$ cat src/pkg/port_g_map.svh
// Register map, field positions, reset values and mode codes of the port G pin interrupt unit
// Functional notes
// - Four-bit mode per line: 0 rise, 1 fall, 2 high, 3 low, 4 both edges.
// - First mode word holds lines 0 to 7, line 7 in bits 31:28.
// - Second mode word holds lines 8 to 15, line 8 in bits 3:0.
// - Third mode word holds lines 16 to 18 in bits 11:0; upper bits unused.
// - Enable word: one read/write bit per line, bits 0 to 18, upper bits zero.
// - Pending word: one flag per line, bits 0 to 18; one means pending.
// - Writing one clears a pending flag; writing zero leaves it alone.
// - After reset all mode, enable and pending words read zero.
// - Sampling clock select bit: zero slow oscillator, one fast oscillator.
// - Three-bit prescale n divides the chosen sampling clock by two to the n.
`ifndef PORT_G_MAP_SVH
`define PORT_G_MAP_SVH

`define LINE_COUNT 19
`define OFS_TRIG_0_7 12'h2c0
`define OFS_TRIG_8_15 12'h2c4
`define OFS_TRIG_16_18 12'h2c8
`define OFS_LINE_EN 12'h2d0
`define OFS_LINE_PEND 12'h2d4
`define OFS_SAMPLE_CLK 12'h2d8
`define TRIG_16_18_BITS 12
`define PRESCALE_LSB 4
`define PRESCALE_MSB 6
`define CLK_SELECT_BIT 0
`define RESET_WORD 32'h0000_0000
`define MODE_RISE 4'h0
`define MODE_FALL 4'h1
`define MODE_HIGH 4'h2
`define MODE_LOW 4'h3
`define MODE_BOTH 4'h4

`endif

$ cat src/pkg/port_g_pkg.sv
// State types of the port G pin interrupt unit
package port_g_pkg;

  typedef struct packed {
    logic [31:0] trig_lo;
    logic [31:0] trig_mid;
    logic [11:0] trig_hi;
    logic [18:0] en;
    logic [18:0] pend;
    logic [2:0] prescale;
    logic clk_sel;
    logic ack;
    logic [31:0] dat;
    logic irq;
  } unit_state_t;

  typedef struct packed {
    logic [1:0] osc_a;
    logic [1:0] osc_b;
    logic [1:0] osc_d;
    logic [18:0] pin_a;
    logic [18:0] pin_b;
    logic [6:0] cnt;
    logic [18:0] cur;
    logic [18:0] prev;
    logic fresh;
  } tick_state_t;

endpackage

$ cat src/pkg/line_sample_if.sv
// Sampled pin levels passed from the sampling stage to the trigger detectors
`timescale 1ns/1ps
interface line_sample_if;
  logic fresh;
  logic [18:0] cur;
  logic [18:0] prev;
  modport source (output fresh, output cur, output prev);
  modport sink (input fresh, input cur, input prev);
endinterface

$ cat src/design/port_g_pin_interrupt_unit.sv
// Port G pin interrupt unit: Wishbone register file, per-line detectors and interrupt output
//
// The Wishbone interface to the registers is this design's own decision.
`timescale 1ns/1ps
`include "port_g_map.svh"
module port_g_pin_interrupt_unit (
  input wire logic clk_i,
  input wire logic rst_i,
  input wire logic wb_cyc_i,
  input wire logic wb_stb_i,
  input wire logic wb_we_i,
  input wire logic [11:0] wb_adr_i,
  input wire logic [3:0] wb_sel_i,
  input wire logic [31:0] wb_dat_i,
  output logic [31:0] wb_dat_o,
  output logic wb_ack_o,
  input wire logic [18:0] pin_g_i,
  input wire logic slow_oscillator_i,
  input wire logic fast_oscillator_i,
  output logic irq_o
);

  port_g_pkg::unit_state_t st;
  port_g_pkg::unit_state_t nx;
  logic [18:0] set_vec;
  logic [75:0] modes;
  logic [31:0] rdata;
  logic [31:0] lane;
  logic [11:0] word_adr;
  logic req;
  logic commit;
  logic [18:0] clr;

  line_sample_if smp ();

  // ****************************************
  // Sampling stage
  // ****************************************
  sampling_tick_gen sampling_tick_gen_i (
    .clk_i(clk_i),
    .rst_i(rst_i),
    .slow_oscillator_i(slow_oscillator_i),
    .fast_oscillator_i(fast_oscillator_i),
    .clk_sel_i(st.clk_sel),
    .prescale_i(st.prescale),
    .pin_g_i(pin_g_i),
    .smp(smp)
  );

  // ****************************************
  // Per-line trigger detection
  // ****************************************
  // lines 16-18, lines 8-15, lines 0-7
  assign modes = {st.trig_hi, st.trig_mid, st.trig_lo};

  genvar g;
  generate
    for (g = 0; g < `LINE_COUNT; g++) begin : g_line
      line_trigger_detect #(
        .LINE(g)
      ) line_trigger_detect_i (
        .clk_i(clk_i),
        .rst_i(rst_i),
        .mode_i(modes[4*g +: 4]),
        .smp(smp),
        .set_o(set_vec[g])
      );
    end
  endgenerate

  // ****************************************
  // Register read mux
  // ****************************************
  assign word_adr = {wb_adr_i[11:2], 2'b00};
  assign lane = {{8{wb_sel_i[3]}}, {8{wb_sel_i[2]}}, {8{wb_sel_i[1]}}, {8{wb_sel_i[0]}}};

  always_comb begin
    unique case (word_adr)
      `OFS_TRIG_0_7: rdata = st.trig_lo;
      `OFS_TRIG_8_15: rdata = st.trig_mid;
      `OFS_TRIG_16_18: rdata = {20'h00000, st.trig_hi};
      `OFS_LINE_EN: rdata = {13'h0000, st.en};
      `OFS_LINE_PEND: rdata = {13'h0000, st.pend};
      `OFS_SAMPLE_CLK: rdata = {25'h0000000, st.prescale, 3'h0, st.clk_sel};
      default: rdata = 32'h0000_0000;
    endcase
  end

  // ****************************************
  // Bus slave and register update
  // ****************************************
  assign req = wb_cyc_i & wb_stb_i;
  assign commit = req & st.ack & wb_we_i;

  always_comb begin
    nx = st;
    nx.ack = 1'b0;
    clr = 19'h00000;
    if (req && !st.ack) begin
      nx.ack = 1'b1;
      nx.dat = rdata;
    end
    if (commit) begin
      unique case (word_adr)
        `OFS_TRIG_0_7: nx.trig_lo = (st.trig_lo & ~lane) | (wb_dat_i & lane);
        `OFS_TRIG_8_15: nx.trig_mid = (st.trig_mid & ~lane) | (wb_dat_i & lane);
        `OFS_TRIG_16_18: nx.trig_hi = (st.trig_hi & ~lane[11:0]) | (wb_dat_i[11:0] & lane[11:0]);
        `OFS_LINE_EN: nx.en = (st.en & ~lane[18:0]) | (wb_dat_i[18:0] & lane[18:0]);
        `OFS_LINE_PEND: clr = wb_dat_i[18:0] & lane[18:0];
        `OFS_SAMPLE_CLK: begin
          if (wb_sel_i[0]) begin
            nx.prescale = wb_dat_i[`PRESCALE_MSB:`PRESCALE_LSB];
            nx.clk_sel = wb_dat_i[`CLK_SELECT_BIT];
          end
        end
        default: nx.dat = st.dat;
      endcase
    end
    // new trigger wins over a clear in the same cycle
    nx.pend = (st.pend & ~clr) | set_vec;
    nx.irq = |(nx.pend & nx.en);
  end

  always_ff @(posedge clk_i) begin
    if (rst_i) begin
      st <= '0;
    end else begin
      st <= nx;
    end
  end

  assign wb_ack_o = st.ack;
  assign wb_dat_o = st.dat;
  assign irq_o = st.irq;
endmodule

$ cat src/design/sampling_tick_gen.sv
// Sampling clock selection, prescaling and pin sampling
`timescale 1ns/1ps
`include "port_g_map.svh"
module sampling_tick_gen (
  input wire logic clk_i,
  input wire logic rst_i,
  input wire logic slow_oscillator_i,
  input wire logic fast_oscillator_i,
  input wire logic clk_sel_i,
  input wire logic [2:0] prescale_i,
  input wire logic [18:0] pin_g_i,
  line_sample_if.source smp
);

  port_g_pkg::tick_state_t st;
  port_g_pkg::tick_state_t nx;
  logic edge_seen;
  logic [6:0] limit;
  logic tick;

  // ****************************************
  // Reference edge and prescaler
  // ****************************************
  always_comb begin
    nx = st;
    nx.osc_a = {slow_oscillator_i, fast_oscillator_i};
    nx.osc_b = st.osc_a;
    nx.osc_d = st.osc_b;
    nx.pin_a = pin_g_i;
    nx.pin_b = st.pin_a;
    edge_seen = clk_sel_i ? (st.osc_b[0] & ~st.osc_d[0]) : (st.osc_b[1] & ~st.osc_d[1]);
    // divide by two to the n
    limit = 7'((8'h01 << prescale_i) - 8'h01);
    tick = edge_seen && (st.cnt >= limit);
    if (edge_seen) begin
      nx.cnt = tick ? 7'h00 : 7'(st.cnt + 7'h01);
    end
    nx.fresh = tick;
    if (tick) begin
      nx.prev = st.cur;
      nx.cur = st.pin_b;
    end
  end

  always_ff @(posedge clk_i) begin
    if (rst_i) begin
      st <= '0;
    end else begin
      st <= nx;
    end
  end

  assign smp.fresh = st.fresh;
  assign smp.cur = st.cur;
  assign smp.prev = st.prev;
endmodule

$ cat src/design/line_trigger_detect.sv
// Trigger condition decode for one pin line
`timescale 1ns/1ps
`include "port_g_map.svh"
module line_trigger_detect #(
  parameter int LINE = 0
) (
  input wire logic clk_i,
  input wire logic rst_i,
  input wire logic [3:0] mode_i,
  line_sample_if.sink smp,
  output logic set_o
);

  logic c;
  logic p;

  assign c = smp.cur[LINE];
  assign p = smp.prev[LINE];

  // mode decode, reserved codes stay silent
  always_comb begin
    set_o = 1'b0;
    if (smp.fresh) begin
      case (mode_i)
        `MODE_RISE: set_o = c & ~p;
        `MODE_FALL: set_o = ~c & p;
        `MODE_HIGH: set_o = c;
        `MODE_LOW: set_o = ~c;
        `MODE_BOTH: set_o = c ^ p;
        default: set_o = 1'b0;
      endcase
    end
  end
endmodule

$ cat config.mk
export PLATFORM = sky130hd
export DESIGN_NAME = port_g_pin_interrupt_unit
export DESIGN_NICKNAME = d
export VERILOG_FILES = /design/src/pkg/port_g_pkg.sv /design/src/pkg/line_sample_if.sv /design/src/design/port_g_pin_interrupt_unit.sv /design/src/design/sampling_tick_gen.sv /design/src/design/line_trigger_detect.sv
export VERILOG_INCLUDE_DIRS = /design/src /design/src/pkg
export SDC_FILE = /design/constraint.sdc
export NUM_CORES = 1
export LEC_CHECK = 0
export BUFFER_PORTS_ARGS = -buffer_cell sky130_fd_sc_hd__buf_2
export CAP_MARGIN = 20
export CORE_UTILIZATION = 35
export CTS_CLUSTER_SIZE = 10
export DETAILED_ROUTE_END_ITERATION = 16
export HOLD_SLACK_MARGIN = 0.02
export SLEW_MARGIN = 15
export SYNTH_ARGS = -nofsm -noshare
export SYNTH_HDL_FRONTEND = slang
export SYNTH_SLANG_ARGS = --single-unit
$ cat constraint.sdc
create_clock -name clk_i -period 3.9 [get_ports clk_i]
set_input_delay 0.78 -clock clk_i [delete_from_list [all_inputs] [get_ports clk_i]]
set_output_delay 0.78 -clock clk_i [all_outputs]
set_load 0.005 [all_outputs]
==> run metrics <==
wire length per cell=16.7 microns; final worst-path setup slack=746 ps; ys flop type=dfxtp_1; Starting Density=35.9%; final wirelength=29.5 mm; synthesized flop and latch total=242; CTS H-tree depth=1; Antenna Cells=0; Synth cell types=62; Worst Setup Path Type=flip-flop to flip-flop; final max-slew violation count=0; RSZ-0062 raised after global routing=false; CTS buffer count=29; most common cell in the synthesized netlist=dfxtp_1; largest net degree at the start of global routing=94; required time of the critical path=4360 ps; ANT nets after route=0; xor/xnor share of the synthesized area=0.459%; maxcap violations=0; die footprint=33400 sq um; HP Class=flip-flop to flip-flop; routability cong.=0.873; fillcell total=3244; DIE WIDTH=183 microns; vias=8840; Hold Fails Final Rpt=0; main combinational cell family by area after synthesis=simple AND/OR/NAND/NOR gates; Final nets=1443; outcome=complete, no violations; clock buffer depth=3; kind of end point of the critical path=flip-flop; clk root buf=clkbuf_16; CTS Hold Buffers Added=0; clock sinks=242; GRT overflow=0; Seq/Total Area, Yosys=42.3%; Synth Area in Adders=5.14%; Clock transition at path regs=60 ps; Top delay family on crit path=compound AO/OA/AOI/OAI gates; Synth Area in Compound Gates=11.6%; Buf/Inv on CP=1; overall global routing resource usage=17.6%; fin crit period=3150 ps; vias in the first global route=8333; Slew @ Worst Pin=886 ps; Post-synth EDFFs=0; Worst slew margin=40.8%; Syn. warnings=0; post-synthesis instance total=1254; Synth-to-Final Area Change=14.3%; Synth Net Count=1375; Max FO, Critical Path=28; Synth area leader=dfxtp_1; mapped cell area=11400 sq um; first-pass GRT wire length=46.4 mm; Worst-Skew Late Latency=540 ps; worst vdd ir=0.330 mV; Vias/cell=5.00; PwrDens=390 nW/um^2; initial DRC count=758; # IOs=108; DRC violation count after routing=0; TritonRoute pass-1 iters=5; post-CTS setup buffers=0; Setup Skew=17.2 ps; Max stage delay on crit path=520 ps; Simple-Gate Fraction of Synth Area=19.4%; mux share of post-synthesis cell area=14.7%; CTS tree=built; Yosys top cell area share=42.3%; initial antenna violation count=0; IO Port Bufs=105; WP data arrival=3610 ps; worst path cell trace=or3_1, ha_1, nor3_1, a21oi_1, o21a_1, ha_1, nor2b_1, o21ai_0, a21oi_4, buf_12, mux2i_1; Synth top cells by count=242 x dfxtp_1, 183 x nor2_1, 161 x mux2i_1; Pleak=0.00475 uW; syn_area_per_cell=9.12 sq um; Die H=183 microns; cell mode on critical path=ha_1; Final setup viols=0; Core Footprint=31900 sq um; ys async rst share=0%; CP startpoint kind=flip-flop; most area-consuming cells after synthesis=dfxtp_1 42%, mux2i_1 14%, nor2_1 6.0%; Post-Route Setup TNS=0 ps; Row Count=65; fin crit share=80.9%; multi-input logic area=5890 sq um; Worst path slowest cell=a21oi_4; layout cells sized above 1=14.3%; register area=4840 sq um; fmax=317 MHz; post-CTS sizing=0; dpl hpwl=21.1 mm; pre-CTS setup slack=539 ps
==> through the flow <==
step | total power [uW] | instance area, sq um | hold slack, ps | instances | utilization [%]
after global routing | 5290 | 13100 | 451 | 1767 | 41.0
after detailed placement | 2780 | 12300 | 421 | 1726 | 38.5
final | 5100 | 13100 | 434 | 1767 | 41.0
after floorplan | 2680 | 11400 | 414 | 1254 | -
after CTS | 5170 | 13100 | 433 | 1767 | 41.0
after global placement | 2770 | 12300 | 426 | 1726 | 38.5
==> layer usage <==
layer	global-route usage [%]	share of wire [%]
met5	0	0
met4	4.87	2.4
met3	2.82	6.3
met2	26.0	41
met1	26.1	50
==> layout make-up <==
class / instances / share of cell area [%]
multi-input combinational: 857 / 45.0
sequential: 242 / 37.1
clock buffer: 40 / 6.17
timing repair buffer: 128 / 5.68
tap: 435 / 4.16
inverter: 64 / 1.84
clock inverter: 1 / 0.0383
==> cells by family after synthesis <==
kind of cell | count (synthesis)
compound gates | 203
xor+xnor | 6
fa+ha+maj | 47
buf+inv | 155
flops | 242
mux | 167
simple gates | 434
==> worst paths after layout <==
check                                           startpoint                              end  slack [ps]  cells past startpoint
worst max-delay path                                st[35]  sampling_tick_gen_i.smp.prev[7]         750                     11
worst min-delay path            sampling_tick_gen_i.nx[56]       sampling_tick_gen_i.st[56]         430                      1
worst max register to register                      st[35]  sampling_tick_gen_i.smp.prev[7]         750                     11
worst min register to register  sampling_tick_gen_i.nx[56]       sampling_tick_gen_i.st[56]         430                      1
==> where the power goes <==
part,switching (uW),leakage (uW),internal [uW]
clock,971,0.000398,1410
sequential,13.0,0.00196,2500
combinational,126,0.00239,81.5
==> layout by cell type, fill, tap and decap left out, drive strengths merged, types with 3 or more instances in the layout <==
master | synthesis | routed
o21ai | 28 | 28
a22oi | 36 | 36
a31oi | 6 | 6
a2bb2oi | 3 | 3
nor2b | 62 | 62
nand4 | 6 | 6
or3 | 4 | 4
a211oi | 10 | 10
xor2 | 5 | 5
dfxtp | 242 | 242
buf | 45 | 128
o31ai | 4 | 4
nor3 | 22 | 22
a21oi | 68 | 68
nand4b | 3 | 3
a32oi | 10 | 10
o32ai | 5 | 5
nand2b | 73 | 73
a221oi | 5 | 5
mux2i | 161 | 161
nor2 | 191 | 191
inv | 64 | 64
clkbuf | 46 | 40
nand3b | 3 | 3
a222oi | 4 | 4
and3 | 3 | 3
ha | 47 | 47
mux2 | 6 | 6
nor4 | 3 | 3
o22ai | 7 | 7
nand2 | 55 | 55
Note: power is estimated with default switching activity, not from simulation.
